### src/logic/dsp_clock_memory_pkg.sv
package dsp_clock_memory_pkg;
    // Register indices on the control interface
    localparam logic [15:0] ADDR_CORE2_MEMORY_STATUS   = 16'h1204;
    localparam logic [15:0] ADDR_CORE2_CLOCK_STATUS    = 16'h1206;
    localparam logic [15:0] ADDR_CORE3_CONTROL         = 16'h1300;
    localparam logic [15:0] ADDR_CORE3_CLOCK_CONFIG    = 16'h1301;
    localparam logic [15:0] ADDR_CORE3_MEMORY_STATUS   = 16'h1304;
    localparam logic [15:0] ADDR_CORE3_CLOCK_STATUS    = 16'h1306;
    localparam logic [15:0] ADDR_CORE3_COLLISION       = 16'h1307;
    // Field positions
    localparam int          BIT_RUN_ENABLE             = 0;
    localparam int          BIT_CLOCK_GATE             = 2;
    localparam int          BIT_MEMORY_RETAIN          = 4;
    localparam int          BIT_MEMORY_READY           = 0;
    localparam int          BIT_CLOCK_PRESENT          = 0;
    localparam int          LSB_FREQ_READBACK          = 1;
    // Reset values, then the reserved clock select code
    localparam logic        RST_MEMORY_RETAIN          = 1'h1;
    localparam logic        RST_CLOCK_GATE             = 1'h0;
    localparam logic        RST_RUN_ENABLE             = 1'h0;
    localparam logic [2:0]  RST_FREQ_SELECT            = 3'h0;
    localparam logic [15:0] RST_CLASH_ADDRESS          = 16'h0000;
    localparam logic [2:0]  FREQ_RESERVED              = 3'h7;
    // System clock in kHz, then the 44.1kHz family decode of the sample rate code
    localparam int          SYSTEM_CLOCK_KHZ           = 250000;
    localparam logic [4:0]  RATE_FAMILY_MASK           = 5'h18;
    localparam logic [4:0]  RATE_FAMILY_44K1           = 5'h08;
    // Memory clearing walks one word per cycle
    localparam int          CLEAR_WORDS                = 1024;
endpackage : dsp_clock_memory_pkg

### src/logic/dsp_clock_memory_control.sv
// Contract
// - Each core has a read-only memory-ready bit, 0 until its memory is usable, and hosts wait for it.
// - The 3-bit clock select maps 000..110 to 6.144..147.456 MHz and 111 is reserved.
// - With a 44.1kHz-family sample rate code (01XXX) each select code gives the lower family rate.
// - Bits 3:1 of the clock status report the running clock code, valid only while it is enabled.
// - Bit 0 of the clock status reads 1 while the core clock is present, for legacy use only.
// - With memory retain at 0 the core memory is cleared while the clock gate is 0 and in soft resets.
// - With memory retain at 1, its default, memory is kept while gated off and through resets.
// - The clock gate bit, default 0, gates the core clock and must be set before core access.
// - A shared-memory collision loads the 16-bit clash address field, which resets to 0000h.
// - The clash address is a word offset from the shared data memory base, one 24-bit word per LSB.
`timescale 1ns/10ps
`default_nettype none
module dsp_clock_memory_control #(
    parameter int unsigned ADDR_W      = 16,
    parameter int unsigned CLEAR_WORDS = dsp_clock_memory_pkg::CLEAR_WORDS
) (
    // Clock and reset
    input  wire logic              clk_sys,
    input  wire logic              arst_n,
    input  wire logic              soft_reset,
    // Register port
    input  wire logic [ADDR_W-1:0] reg_addr,
    input  wire logic              reg_write,
    input  wire logic              reg_read,
    input  wire logic [15:0]       reg_wdata,
    output logic      [15:0]       reg_rdata,
    // Sample rate in use
    input  wire logic [4:0]        sample_rate_code,
    // Second core status inputs
    input  wire logic              core2_memory_ready_in,
    input  wire logic              core2_clock_on,
    input  wire logic [2:0]        core2_freq_code,
    // Third core shared memory
    input  wire logic              core3_clash,
    input  wire logic [15:0]       core3_clash_word,
    // Third core outputs
    output logic                   core3_clock_enable,
    output logic                   core3_run_enable,
    output logic [2:0]             core3_divide_code,
    output logic                   core3_family_44k1,
    output logic                   core3_memory_clear,
    output logic [15:0]            core3_clear_address
);
    logic        rst_meta;
    logic        rst_n;
    logic        sr_meta;
    logic        sr_sync;
    logic        mr2_meta;
    logic        mr2_sync;
    logic        co2_meta;
    logic        co2_sync;
    logic [2:0]  fc2_meta;
    logic [2:0]  fc2_sync;
    logic [4:0]  rate_meta;
    logic [4:0]  rate_sync;
    logic        clash_meta;
    logic        clash_sync;
    logic        clash_prev;
    logic [15:0] word_meta;
    logic [15:0] word_sync;

    logic        core3_memory_retain;
    logic        core3_clock_gate;
    logic [2:0]  core3_clock_freq_select;
    logic [15:0] core3_shared_mem_clash_address;
    logic        clearing;
    logic [15:0] clear_count;
    logic        clear_done;
    logic        core3_memory_ready;
    logic        next_memory_retain;
    logic        next_clock_gate;
    logic        next_run_enable;
    logic [2:0]  next_freq_select;
    logic [15:0] next_clash_address;
    logic        next_clearing;
    logic [15:0] next_clear_count;
    logic        next_clear_done;
    logic        next_memory_ready;
    logic [15:0] next_rdata;
    logic        clear_request;

    // Reset release and pin synchronisers
    always_ff @(posedge clk_sys or negedge arst_n)
    begin
        if (!arst_n)
        begin
            rst_meta <= 1'b0;
            rst_n    <= 1'b0;
        end
        else
        begin
            rst_meta <= 1'b1;
            rst_n    <= rst_meta;
        end
    end

    always_ff @(posedge clk_sys or negedge rst_n)
    begin
        if (!rst_n)
        begin
            {sr_meta, sr_sync, mr2_meta, mr2_sync, co2_meta, co2_sync} <= 6'h00;
            fc2_meta   <= 3'h0;
            fc2_sync   <= 3'h0;
            rate_meta  <= 5'h00;
            rate_sync  <= 5'h00;
            clash_meta <= 1'b0;
            clash_sync <= 1'b0;
            clash_prev <= 1'b0;
            word_meta  <= 16'h0000;
            word_sync  <= 16'h0000;
        end
        else
        begin
            sr_meta    <= soft_reset;
            sr_sync    <= sr_meta;
            mr2_meta   <= core2_memory_ready_in;
            mr2_sync   <= mr2_meta;
            co2_meta   <= core2_clock_on;
            co2_sync   <= co2_meta;
            fc2_meta   <= core2_freq_code;
            fc2_sync   <= fc2_meta;
            rate_meta  <= sample_rate_code;
            rate_sync  <= rate_meta;
            clash_meta <= core3_clash;
            clash_sync <= clash_meta;
            clash_prev <= clash_sync;
            word_meta  <= core3_clash_word;
            word_sync  <= word_meta;
        end
    end

    // Clear runs when retain is off and either the gate is off or a soft reset hits
    assign clear_request = !core3_memory_retain && (!core3_clock_gate || sr_sync);

    always_comb
    begin
        next_memory_retain = core3_memory_retain;
        next_clock_gate    = core3_clock_gate;
        next_run_enable    = core3_run_enable;
        next_freq_select   = core3_clock_freq_select;
        next_clash_address = core3_shared_mem_clash_address;
        next_clearing      = clearing;
        next_clear_count   = clear_count;
        next_clear_done    = clear_done;
        next_memory_ready  = core3_memory_ready;
        next_rdata         = reg_rdata;
        if (sr_sync)
        begin
            // Software reset returns control fields; retain setting decides memory fate
            next_clock_gate    = dsp_clock_memory_pkg::RST_CLOCK_GATE;
            next_run_enable    = dsp_clock_memory_pkg::RST_RUN_ENABLE;
            next_freq_select   = dsp_clock_memory_pkg::RST_FREQ_SELECT;
            next_clash_address = dsp_clock_memory_pkg::RST_CLASH_ADDRESS;
        end
        else
        begin
            if (reg_write && reg_addr == ADDR_W'(dsp_clock_memory_pkg::ADDR_CORE3_CONTROL))
            begin
                next_memory_retain = reg_wdata[dsp_clock_memory_pkg::BIT_MEMORY_RETAIN];
                next_clock_gate    = reg_wdata[dsp_clock_memory_pkg::BIT_CLOCK_GATE];
                next_run_enable    = reg_wdata[dsp_clock_memory_pkg::BIT_RUN_ENABLE];
            end
            if (reg_write && reg_addr == ADDR_W'(dsp_clock_memory_pkg::ADDR_CORE3_CLOCK_CONFIG))
                next_freq_select = reg_wdata[2:0];
            if (clash_sync && !clash_prev)
                next_clash_address = word_sync;
        end
        // Memory clear sequencer: one wipe per gate-off, another on each soft reset
        // Restarting only when idle keeps the word walk unbroken while the request holds
        if (!clear_request)
            next_clear_done = 1'b0;
        if (clear_request && !clearing && (!clear_done || sr_sync))
        begin
            next_clearing     = 1'b1;
            next_clear_count  = 16'h0000;
            next_memory_ready = 1'b0;
        end
        else if (clearing)
        begin
            if (clear_count == 16'(CLEAR_WORDS - 1))
            begin
                next_clearing     = 1'b0;
                next_clear_done   = 1'b1;
                next_memory_ready = core3_clock_gate;
            end
            else
                next_clear_count = clear_count + 16'h0001;
        end
        else
            next_memory_ready = core3_clock_gate;
        next_rdata = 16'h0000;
        if (reg_read)
        begin
            case (reg_addr)
                ADDR_W'(dsp_clock_memory_pkg::ADDR_CORE2_MEMORY_STATUS):
                    next_rdata[dsp_clock_memory_pkg::BIT_MEMORY_READY] = mr2_sync;
                ADDR_W'(dsp_clock_memory_pkg::ADDR_CORE2_CLOCK_STATUS):
                    next_rdata[3:0] = {fc2_sync, co2_sync};
                ADDR_W'(dsp_clock_memory_pkg::ADDR_CORE3_CONTROL):
                    next_rdata[4:0] = {core3_memory_retain, 1'b0, core3_clock_gate, 1'b0,
                                       core3_run_enable};
                ADDR_W'(dsp_clock_memory_pkg::ADDR_CORE3_CLOCK_CONFIG):
                    next_rdata[2:0] = core3_clock_freq_select;
                ADDR_W'(dsp_clock_memory_pkg::ADDR_CORE3_MEMORY_STATUS):
                    next_rdata[dsp_clock_memory_pkg::BIT_MEMORY_READY] = core3_memory_ready;
                ADDR_W'(dsp_clock_memory_pkg::ADDR_CORE3_CLOCK_STATUS):
                    // Readback shows the code actually driving the divider
                    next_rdata[3:0] = {core3_divide_code, core3_clock_enable};
                ADDR_W'(dsp_clock_memory_pkg::ADDR_CORE3_COLLISION):
                    next_rdata = core3_shared_mem_clash_address;
                default:
                    next_rdata = 16'h0000;
            endcase
        end
    end

    always_ff @(posedge clk_sys or negedge rst_n)
    begin
        if (!rst_n)
        begin
            core3_memory_retain            <= dsp_clock_memory_pkg::RST_MEMORY_RETAIN;
            core3_clock_gate               <= dsp_clock_memory_pkg::RST_CLOCK_GATE;
            core3_run_enable               <= dsp_clock_memory_pkg::RST_RUN_ENABLE;
            core3_clock_freq_select        <= dsp_clock_memory_pkg::RST_FREQ_SELECT;
            core3_shared_mem_clash_address <= dsp_clock_memory_pkg::RST_CLASH_ADDRESS;
            clearing                       <= 1'b0;
            clear_count                    <= 16'h0000;
            clear_done                     <= 1'b0;
            core3_memory_ready             <= 1'b0;
            reg_rdata                      <= 16'h0000;
        end
        else
        begin
            core3_memory_retain            <= next_memory_retain;
            core3_clock_gate               <= next_clock_gate;
            core3_run_enable               <= next_run_enable;
            core3_clock_freq_select        <= next_freq_select;
            core3_shared_mem_clash_address <= next_clash_address;
            clearing                       <= next_clearing;
            clear_count                    <= next_clear_count;
            clear_done                     <= next_clear_done;
            core3_memory_ready             <= next_memory_ready;
            reg_rdata                      <= next_rdata;
        end
    end

    // Clock drive to the core: gated, reserved code holds the slowest rate
    always_ff @(posedge clk_sys or negedge rst_n)
    begin
        if (!rst_n)
        begin
            core3_clock_enable  <= 1'b0;
            core3_divide_code   <= 3'h0;
            core3_family_44k1   <= 1'b0;
            core3_memory_clear  <= 1'b0;
            core3_clear_address <= 16'h0000;
        end
        else
        begin
            core3_clock_enable  <= core3_clock_gate;
            core3_divide_code   <= (core3_clock_freq_select == dsp_clock_memory_pkg::FREQ_RESERVED)
                                   ? dsp_clock_memory_pkg::RST_FREQ_SELECT
                                   : core3_clock_freq_select;
            core3_family_44k1   <= (rate_sync & dsp_clock_memory_pkg::RATE_FAMILY_MASK)
                                   == dsp_clock_memory_pkg::RATE_FAMILY_44K1;
            core3_memory_clear  <= clearing;
            core3_clear_address <= clear_count;
        end
    end
endmodule : dsp_clock_memory_control
`default_nettype wire

### config.mk
export PLATFORM = sky130hd
export DESIGN_NAME = dsp_clock_memory_control
export DESIGN_NICKNAME = d
export VERILOG_FILES = /design/src/logic/dsp_clock_memory_pkg.sv /design/src/logic/dsp_clock_memory_control.sv
export SDC_FILE = /design/constraint.sdc
export NUM_CORES = 1
export LEC_CHECK = 0
export BUFFER_PORTS_ARGS = -buffer_cell sky130_fd_sc_hd__buf_2
export CORE_UTILIZATION = 40
export CTS_CLUSTER_DIAMETER = 100
export DETAILED_ROUTE_END_ITERATION = 12
export SYNTH_ARGS = -nofsm -noshare
export SYNTH_HDL_FRONTEND = slang
export SYNTH_SLANG_ARGS = --single-unit
### constraint.sdc
create_clock -name clk_sys -period 4.8 [get_ports clk_sys]
set_input_delay 0.96 -clock clk_sys [delete_from_list [all_inputs] [get_ports clk_sys]]
set_output_delay 0.96 -clock clk_sys [all_outputs]
set_load 0.02 [all_outputs]
# Yosys cells after proc, flatten, opt, wreduce, memory -nomap -nowiden
# Cells that the tools add are included.
# W data, S select, Z words.
# word_totals
regBits,138
out_inout_bits,39
wordCells,93
# classes
n_addsub,1
n_eq_ne,12
mux,28
n_bitwise,1
n_reduce_logical,19
# op_table
op,count
$eq A16 B13 Y1 const B,7
$mux W16,6
$add A16 B1 Y16 const B,1
$eq A16 B10 Y1 const B,1
$mux W1,14
$mux W11,1
$pmux W2 S5,1
$mux W3,3
$reduce_bool A2 Y1,4
$pmux W1 S7,1
$logic_and A1 B1 Y1,6
$logic_not A1 Y1,5
$reduce_and A2 Y1,2
$eq A3 B3 Y1 const B,1
$ne A3 B1 Y1 const B,1
$pmux W1 S3,1
$eq A2 B1 Y1 const B,1
$logic_or A1 B1 Y1,2
$ne A2 B2 Y1 const B,1
$pmux W1 S2,1
$not A1 Y1,1

# Depth between registers and ports, before layout
# Gate-level depths: netlist (run 1).
# depth
depth_word,7
ltp_mapped,6
mapped_depth_nobuf,5

# Worst setup path before layout (run 1)
# OpenSTA, ideal clock, no wires.
# synth_path
path_kind,input-to-reg
from,input reg_addr[13]
to,register core3_memory_retain
setup_time_ns,0.082
t_arrival_ns,2.275
required_time_ns,4.718
path_slack_ns,2.443
cell_stages,4
cell_sequence,nor4b_1 nand4_1 nor4b_1 mux2_2
# synth_between
elab_chain_cells,3
# synth_rtl
item,line,source
"start, declared",dsp_clock_memory_control.sv:23,"input wire logic [ADDR_W-1:0] reg_addr,"
$eq A16 B13 Y1,dsp_clock_memory_control.sv:158,if (reg_write && reg_addr == ADDR_W'(dsp_clock_memory_pkg::ADDR_CORE3_CONTROL))
$logic_and A1 B1 Y1,dsp_clock_memory_control.sv:158,
$reduce_and A2 Y1 (no line),-,
"end signal, assigned",dsp_clock_memory_control.sv:222,core3_memory_retain <= dsp_clock_memory_pkg::RST_MEMORY_RETAIN;
"end signal, assigned",dsp_clock_memory_control.sv:235,core3_memory_retain <= next_memory_retain;
"end, declared",dsp_clock_memory_control.sv:63,logic core3_memory_retain;
# No other way between the ends.
# A chain may end at the register's enable or synchronous reset.

# Worst setup path after layout (run 1)
# layout_path
from,input reg_addr[6]
to,register core3_memory_retain
# The elaborated chain is that of the path after synthesis.

==> flow_summary.toml, run 1 <==
[run_status]
status = "completed"

[logic_synthesis]
yosysTopAreaCell = "dfrtp_1"
netlist.area_leader.share_pct = 69.1
async_flop_share_pct = 100
yosysSeqAreaShare_pct = 69.6
ys_warn_count = 0
synth_nets = 436
post-synth-top-count-cell = "dfrtp_1"
avgSynthCellArea_um2 = 12.8
synth_top_flop_cell = "dfrtp_1"
synthCells = 371
synth-edff-count = 0
ys_seq_elements = 132
yosys-top-cells-count = "131 x dfrtp_1, 59 x nand2_1, 25 x a21oi_1"
synthTopCellsByArea = "dfrtp_1 69%, nand2_1 4.7%, mux2i_1 3.2%"
ys_types = 56
synth.cell_area_um2 = 4740

[floorplan]
die_x_um = 111
dieArea_um2 = 12300
core_um2 = 11500
num_rows = 39
start_util_pct = 41.4
io_pins = 103
die_y_um = 111

[finish]
regArea_um2 = 3310
antenna_cells = 0
layout-drive-gt1-share_pct = 28.2
final_nets = 527
multi_input_area_um2 = 1330
fillers = 986
area.growth.synth_to_final_pct = 24.0

[sta]
fmax_mhz = 434
setup_viol_count_final = 0
drv_slew = 0
setup-tns-final_ns = 0
finalCritPeriodShare_pct = 48.0
rsz0062_at_grt = "false"
slew_headroom_pct = 20.4
tightest_slew_ns = 1.19
period_needed_ns = 2.30
hold_viol = 0
skew_ns = 0.00627

[pwr]
cellLeakagePower_nw = 2.80
powerDensity_nw_per_um2 = 447
ir_drop_mv = 0.268
power.total_w = 0.00263

[clock_network]
tritoncts = "yes"
clock_path_buffers = 2
clkSlewWorstSetupHoldPaths_ns = 0.06
htreeDepth = 4
clock-sinks = 132
cts-root-buf = "clkbuf_16"
cts-buffers-inserted = 17
ctsResizeCount = 0
cts_hold_buffers = 0
cts_setup_buffers = 0
clock_latency_ns = 0.40

[detailed_routing]
wirelength_um = 9130
vias_per_cell = 4.96
ant_nets = 0
vias = 3068
drt_first_pass_iters = 4
initialDrtViolationCount = 141
wl_per_cell_um = 14.8
drc = 0

[critical_path]
cp_max_fo = 8
worstPathRequired_ns = 5.14
end_kind = "flip-flop"
arrival_ns = 2.64
start_kind = "input port"
setup.worst_path.class = "input port to flip-flop"

[global_routing]
grt_pass1_wl_um = 15200
grt_pass1_vias = 3063
overflow = 0
track_usage_pct = 16.0
grt_max_degree = 92
antenna_found_initial = 0

[flow_run]
maxCapViolations = 0

[place]
portBuffers = 87
routabilityCongestion = 0.763
place_hpwl_um = 5920

[hold_path]
min_path_type = "input port to asynchronous set/reset pin"
## layer usage
metal  part of all wire (%)  GRT usage [%]  up-vias
li1                       -              -     1473
met5                      0              0        -
met4                    1.2           5.96        0
met2                     48           24.2       78
met1                     46           20.9     1509
met3                    4.7           6.01        8
## cell families (layout without fill, tap and decap cells)
group | after synthesis | in the layout | share of synthesized area, %
flip-flops | 132 | 132 | 69.6
buffers and inverters | 24 | 128 | 2.35
other | 1 | 1 | 0.0790
multiplexers | 20 | 20 | 4.35
adder cells (fa/ha/maj) | 1 | 1 | 0.264
AND/OR/NAND/NOR | 130 | 130 | 14.8
AO/OA/AOI/OAI | 61 | 61 | 8.15
XOR/XNOR | 2 | 2 | 0.369
## flip-flops by register name, indices dropped and copies added (netlist names), 2 cells and up
| signal | flops |
|---|---|
| clear_count | 16 |
| core3_clear_address | 16 |
| core3_clock_freq_select | 3 |
| core3_divide_code | 3 |
| core3_shared_mem_clash_address | 16 |
| fc2_meta | 3 |
| fc2_sync | 3 |
| rate_meta | 2 |
| rate_sync | 2 |
| reg_rdata | 16 |
| word_meta | 16 |
| word_sync | 16 |
## critical path: stages
cell and delay, ns:
buf_2 0.10, nor4b_1 0.46, nand4_1 0.34, nor4b_1 0.41
mux2_2 0.37
## path summary, 6_finish.rpt
| kind | slack, ns | depth (start not counted) | start | endpoint |
|---|---|---|---|---|
| min reg2reg | 0.34 | 0 | fc2_meta[1]$_DFF_PN0_ | fc2_sync[1]$_DFF_PN0_ |
| min in group clk_sys | 0.34 | 0 | fc2_meta[1]$_DFF_PN0_ | fc2_sync[1]$_DFF_PN0_ |
| min | 0.33 | 1 | arst_n | rst_n$_DFF_PN0_ |
| max in group asynchronous | 3.13 | 1 | rst_n$_DFF_PN0_ | core3_memory_retain$_DFFE_PN1P_ |
| max | 2.50 | 5 | reg_addr[6] | core3_memory_retain$_DFFE_PN1P_ |
| max reg2reg | 2.58 | 5 | clear_count[0]$_DFFE_PN0P_ | clear_count[12]$_DFFE_PN0P_ |
## cells in the final DEF, fill, tap and decap left out, drive strengths merged, types with 5 or more instances in the layout
master and instances:
a21boi 5, a21oi 25, and2 11, buf 88
clkbuf 21, clkinv 7, dfrtp 131, inv 8
mux2 5, mux2i 15, nand2 59, nand3 8
nand4 11, nor2 7, nor3 5, o21ai 13
## area by class of cell
class                   count  share of cell area [%]
well taps                 143                    3.04
clock buffers              21                    7.83
inverters                   8                   0.511
multi-input cells         215                    22.6
flip-flops and latches    132                    56.2
clock inverters            11                    2.25
repair buffers             88                    7.53
## stage by stage
step | area [um2] | instances | setup WS (ns) | util [%] | hold slack (ns)
finish | 5880 | 618 | 2.50 | 51.3 | 0.328
global route | 5880 | 618 | 2.34 | 51.3 | 0.310
CTS | 5880 | 618 | 2.51 | 51.3 | 0.311
detailed placement | 5290 | 586 | 2.06 | 46.1 | 0.336
global placement | 5290 | 586 | 2.12 | 46.1 | 0.334
floorplan | 4740 | 371 | 0.852 | - | 0.331
## where the power goes
part	switching [W]	leakage, nW	internal (W)
Combinational	0.0000715	0.896	0.0000479
Sequential	0.0000519	1.60	0.00117
Clock	0.000453	0.296	0.000837
Total	0.000576	2.80	0.00205
(Power assumes the default switching activity.)
==> run 2: changes to the inputs <==
==> constraint.sdc (replaced) <==
create_clock -name clk_sys -period 2.22 [get_ports clk_sys]
set_input_delay 0.444 -clock clk_sys [delete_from_list [all_inputs] [get_ports clk_sys]]
set_output_delay 0.444 -clock clk_sys [all_outputs]
set_load 0.02 [all_outputs]
==> flow_summary.toml, run 2 (same netlist as run 1, synthesis figures left out) <==
[place]
routabilityCongestion = 0.780
place_hpwl_um = 6300
portBuffers = 87

[clock_network]
clock_latency_ns = 0.41
htreeDepth = 4
cts-buffers-inserted = 17
cts-root-buf = "clkbuf_16"
tritoncts = "yes"
cts_hold_buffers = 1
ctsResizeCount = 0
cts_setup_buffers = 0
clock-sinks = 132
clkSlewWorstSetupHoldPaths_ns = 0.05
clock_path_buffers = 2

[floorplan]
die_x_um = 111
die_y_um = 111
dieArea_um2 = 12300
num_rows = 39
io_pins = 103
start_util_pct = 41.4
core_um2 = 11500

[sta]
hold_viol = 0
drv_slew = 0
tightest_slew_ns = 0.616
setup-tns-final_ns = 0
setup_viol_count_final = 0
skew_ns = 0.00634
finalCritPeriodShare_pct = 94.3
slew_headroom_pct = 58.9
fmax_mhz = 478
period_needed_ns = 2.09
rsz0062_at_grt = "false"

[detailed_routing]
ant_nets = 0
drt_first_pass_iters = 6
vias_per_cell = 4.99
wl_per_cell_um = 14.9
drc = 0
wirelength_um = 9330
vias = 3135
initialDrtViolationCount = 131

[global_routing]
antenna_found_initial = 0
grt_max_degree = 66
overflow = 0
use_met3_pct = 6.62
grt_pass1_vias = 3250
grt_pass1_wl_um = 16000
track_usage_pct = 16.7
use_met1_pct = 21.0
top_usage_layer = "met2"
met2_usage_pct = 26.0

[critical_path]
critPathBufInv = 0
end_kind = "flip-flop"
crit_family = "simple AND/OR/NAND/NOR gates"
arrival_ns = 2.42
ff2ff_path_depth = 4
setup.worst_path.class = "flip-flop to flip-flop"
crit_path_max_incr_delay_ns = 0.57
cp_max_fo = 9
path_depth = 4
cpMaxStageDelayCell = "or4_4"
worstPathRequired_ns = 2.55
crit_path_cell_trace = "or4_4 -> or3_1 -> o21ai_4 -> mux2i_1"
start_kind = "flip-flop"

[run_status]
status = "completed"

[hold_path]
min_path_type = "input port to flip-flop"
holdPathStages = 1

[pwr]
powerDensity_nw_per_um2 = 968
cellLeakagePower_nw = 2.85
power.total_w = 0.00580
ir_drop_mv = 0.632

[finish]
final_nets = 537
layout_common_cells = "130 x dfrtp_1, 87 x buf_2, 59 x nand2_1, 25 x a21oi_1, 17 x clkbuf_16"
antenna_cells = 0
fillers = 1010
area.growth.synth_to_final_pct = 26.4
layout-drive-gt1-share_pct = 29.3
layout_commonest_cell = "dfrtp_1"

[flow_run]
maxCapViolations = 0
[run 2: layout make-up]
| type | instances | area, um2 | area share, % |
|---|---|---|---|
| clock buffer | 22 | 464 | 7.74 |
| clock inverter | 10 | 155 | 2.59 |
| inverter | 8 | 30.0 | 0.501 |
| multi-input combinational | 215 | 1330 | 22.2 |
| sequential | 132 | 3310 | 55.2 |
| tap | 143 | 179 | 2.98 |
| timing repair buffer | 98 | 533 | 8.89 |
[run 2: through the flow]
| stage | worst slack (ns) | hold WS (ns) | cells | area, um2 | utilization (%) |
|---|---|---|---|---|---|
| after floorplan | 0.0245 | 0.148 | 371 | 4750 | - |
| after global placement | 0.182 | 0.229 | 595 | 5370 | 46.8 |
| after detailed placement | 0.148 | 0.235 | 595 | 5370 | 46.8 |
| after CTS | 0.130 | 0.122 | 628 | 6000 | 52.3 |
| after global routing | 0.0300 | 0.117 | 628 | 6000 | 52.3 |
| final | 0.127 | 0.139 | 628 | 6000 | 52.3 |
[run 2: worst paths after layout]
| kind | startpoint | endpoint | slack (ns) |
|---|---|---|---|
| worst min register to register | rst_n$_DFF_PN0_ | word_meta[9]$_DFF_PN0_ | 0.25 |
| worst max register to register | clear_count[12]$_DFFE_PN0P_ | core3_memory_ready$_DFFE_PN0P_ | 0.13 |
| min in group asynchronous | rst_n$_DFF_PN0_ | word_meta[9]$_DFF_PN0_ | 0.25 |
| max in group asynchronous | rst_n$_DFF_PN0_ | core3_clear_address[5]$_DFF_PN0_ | 1.14 |
| worst min-delay path | core2_freq_code[0] | fc2_meta[0]$_DFF_PN0_ | 0.14 |
| worst max-delay path | clear_count[12]$_DFFE_PN0P_ | core3_memory_ready$_DFFE_PN0P_ | 0.13 |
[run 2: power by group]
part	total (W)	switching [W]	internal, W
Combinational	0.000294	0.000182	0.000111
Clock	0.00290	0.000968	0.00193
Sequential	0.00261	0.0000868	0.00253
[run 2: layer usage]
metal  vias to the layer above  share of wire, %
met3                        11               5.6
met4                         0               1.2
met2                        70                49
met1                      1561                44
li1                       1493                 -
met5                         -                 0
==> run 3: changes to the inputs <==
--- a/config.mk
+++ b/config.mk
@@ -6,9 +6,13 @@
 export NUM_CORES = 1
 export LEC_CHECK = 0
 export BUFFER_PORTS_ARGS = -buffer_cell sky130_fd_sc_hd__buf_2
+export CELL_PAD_IN_SITES_DETAIL_PLACEMENT = 0
+export CELL_PAD_IN_SITES_GLOBAL_PLACEMENT = 1
+export CORE_ASPECT_RATIO = 0.5
 export CORE_UTILIZATION = 40
 export CTS_CLUSTER_DIAMETER = 100
 export DETAILED_ROUTE_END_ITERATION = 12
+export PLACE_DENSITY_LB_ADDON = 0.1
 export SYNTH_ARGS = -nofsm -noshare
 export SYNTH_HDL_FRONTEND = slang
 export SYNTH_SLANG_ARGS = --single-unit
==> flow_summary.toml, run 3 (same netlist as run 1, synthesis figures left out) <==
[run_status]
status = "completed"

[clock_network]
clock_path_buffers = 2
cts-root-buf = "clkbuf_16"
tritoncts = "yes"
clkSlewWorstSetupHoldPaths_ns = 0.05
htreeDepth = 4
cts-buffers-inserted = 17
clock_latency_ns = 0.40
clock-sinks = 132

[global_routing]
grt_max_degree = 43
antenna_found_initial = 0
track_usage_pct = 17.1
overflow = 0
grt_pass1_vias = 3167
grt_pass1_wl_um = 15700

[critical_path]
reg2reg_to = "clear_count[4]$_DFFE_PN0P_"
r2r-start = "clear_count[13]$_DFFE_PN0P_"
setup.worst_path.class = "flip-flop to flip-flop"
end_kind = "flip-flop"
start_kind = "flip-flop"
reg2reg_slack_ns = 0.15
cpMaxStageDelayCell = "or4_4"
worstPathRequired_ns = 2.54
arrival_ns = 2.39
worstSetupStartpoint = "clear_count[13]$_DFFE_PN0P_"
cp_max_fo = 9
crit_path_cell_trace = "or4_4 -> or3_1 -> o21ai_0 -> mux2i_1"
ff2ff_path_depth = 4
crit_path_max_incr_delay_ns = 0.51

[finish]
design_area_um2 = 6070
final_nets = 542
layout_commonest_cell = "dfrtp_1"
layout_common_cells = "130 x dfrtp_1, 87 x buf_2, 59 x nand2_1, 25 x a21oi_1, 17 x clkbuf_16"
area.growth.synth_to_final_pct = 27.9
antenna_cells = 0
layout-drive-gt1-share_pct = 29.8

[floorplan]
die_y_um = 79.0
die_x_um = 156
dieArea_um2 = 12300
start_util_pct = 42.0
num_rows = 27
core_um2 = 11300
io_pins = 103

[detailed_routing]
drc = 0
vias = 3114
initialDrtViolationCount = 156
vias_per_cell = 4.80
wl_per_cell_um = 14.6
ant_nets = 0
wirelength_um = 9450
drt_first_pass_iters = 4

[place]
routabilityCongestion = 0.808
dpl-instance-area_um2 = 5440
pre_cts_slack_ns = 0.111
portBuffers = 87
place_hpwl_um = 6530

[hold_path]
hold_start = "core3_clash_word[3]"
holdPathStages = 1
hold_end = "word_meta[3]$_DFF_PN0_"
min_path_type = "input port to flip-flop"

[sta]
drv_slew = 0
finalCritPeriodShare_pct = 93.1
skew_ns = 0.00677
fmax_mhz = 484
slew_headroom_pct = 56.5
setup-tns-final_ns = 0
tightest_slew_ns = 0.652
setup_viol_count_final = 0
rsz0062_at_grt = "false"
fin_ws_ns = 0.154
hold_viol = 0
period_needed_ns = 2.07

[pwr]
ir_drop_mv = 0.416
powerDensity_nw_per_um2 = 957
cellLeakagePower_nw = 2.88

[flow_run]
maxCapViolations = 0
run 3: changes by cell type in the layout (fill, tap and decap cells not counted):
cell        previous run  this run
buf_4                  9        13
buf_12                 1         2
clkbuf_1               3         4
clkinv_2               4         3
clkinv_4               0         1
clkinvlp_4             2         1
run 3: worst max path at each step:
stage                                           end  depth (start not counted)
finish                   clear_count[4]$_DFFE_PN0P_                          4
floorplan                      clash_meta$_DFF_PN0_                          0
global route             clear_count[6]$_DFFE_PN0P_                          4
detailed placement  core3_memory_retain$_DFFE_PN1P_                          5
global placement    core3_memory_retain$_DFFE_PN1P_                          5
CTS                      clear_count[4]$_DFFE_PN0P_                          4
run 3: critical path: cells and delay by family (launching register included):
family	cells	cell delay (ns)
AO/OA/AOI/OAI	1	0.30
flip-flops	1	0.44
multiplexers	1	0.25
AND/OR/NAND/NOR	2	0.99
run 3: report_power, final:
group	switching [W]	internal (W)	leakage (nW)	total (W)
Combinational	0.000178	0.000116	0.974	0.000294
Sequential	0.0000863	0.00253	1.60	0.00261
Clock	0.000967	0.00193	0.301	0.00290
Total	0.00123	0.00458	2.88	0.00581
run 3: cell type report:
type                       count  area [um2]
timing repair buffer         103         583
multi-input combinational    215        1330
clock buffer                  23         468
sequential                   132        3310
tap                          159         199
inverter                       8        30.0
fill                         997        5220
clock inverter                 9         151
run 3: metal layers:
| layer | part of all wire, % | GRT usage [%] | vias to the layer above |
|---|---|---|---|
| li1 | - | - | 1512 |
| met1 | 46 | 22.8 | 1532 |
| met2 | 50 | 26.2 | 61 |
| met3 | 3.8 | 5.08 | 9 |
| met4 | 0.56 | 6.86 | 0 |
| met5 | 0 | 0 | - |
run 3: through the flow:
stage / util (%) / hold slack [ns] / cells / total power, W
floorplan: - / 0.148 / 371 / 0.00281
global placement: 48.2 / 0.229 / 616 / 0.00294
detailed placement: 48.2 / 0.235 / 616 / 0.00296
CTS: 53.8 / 0.126 / 649 / 0.00589
global route: 53.8 / 0.123 / 649 / 0.00604
finish: 53.8 / 0.144 / 649 / 0.00581
run 3: timing repair:
item,4_1_cts,5_1_grt
resized for setup,0,0
hold buffers,1,0
buffers inserted,0,0
hold endpoints to repair,2,0
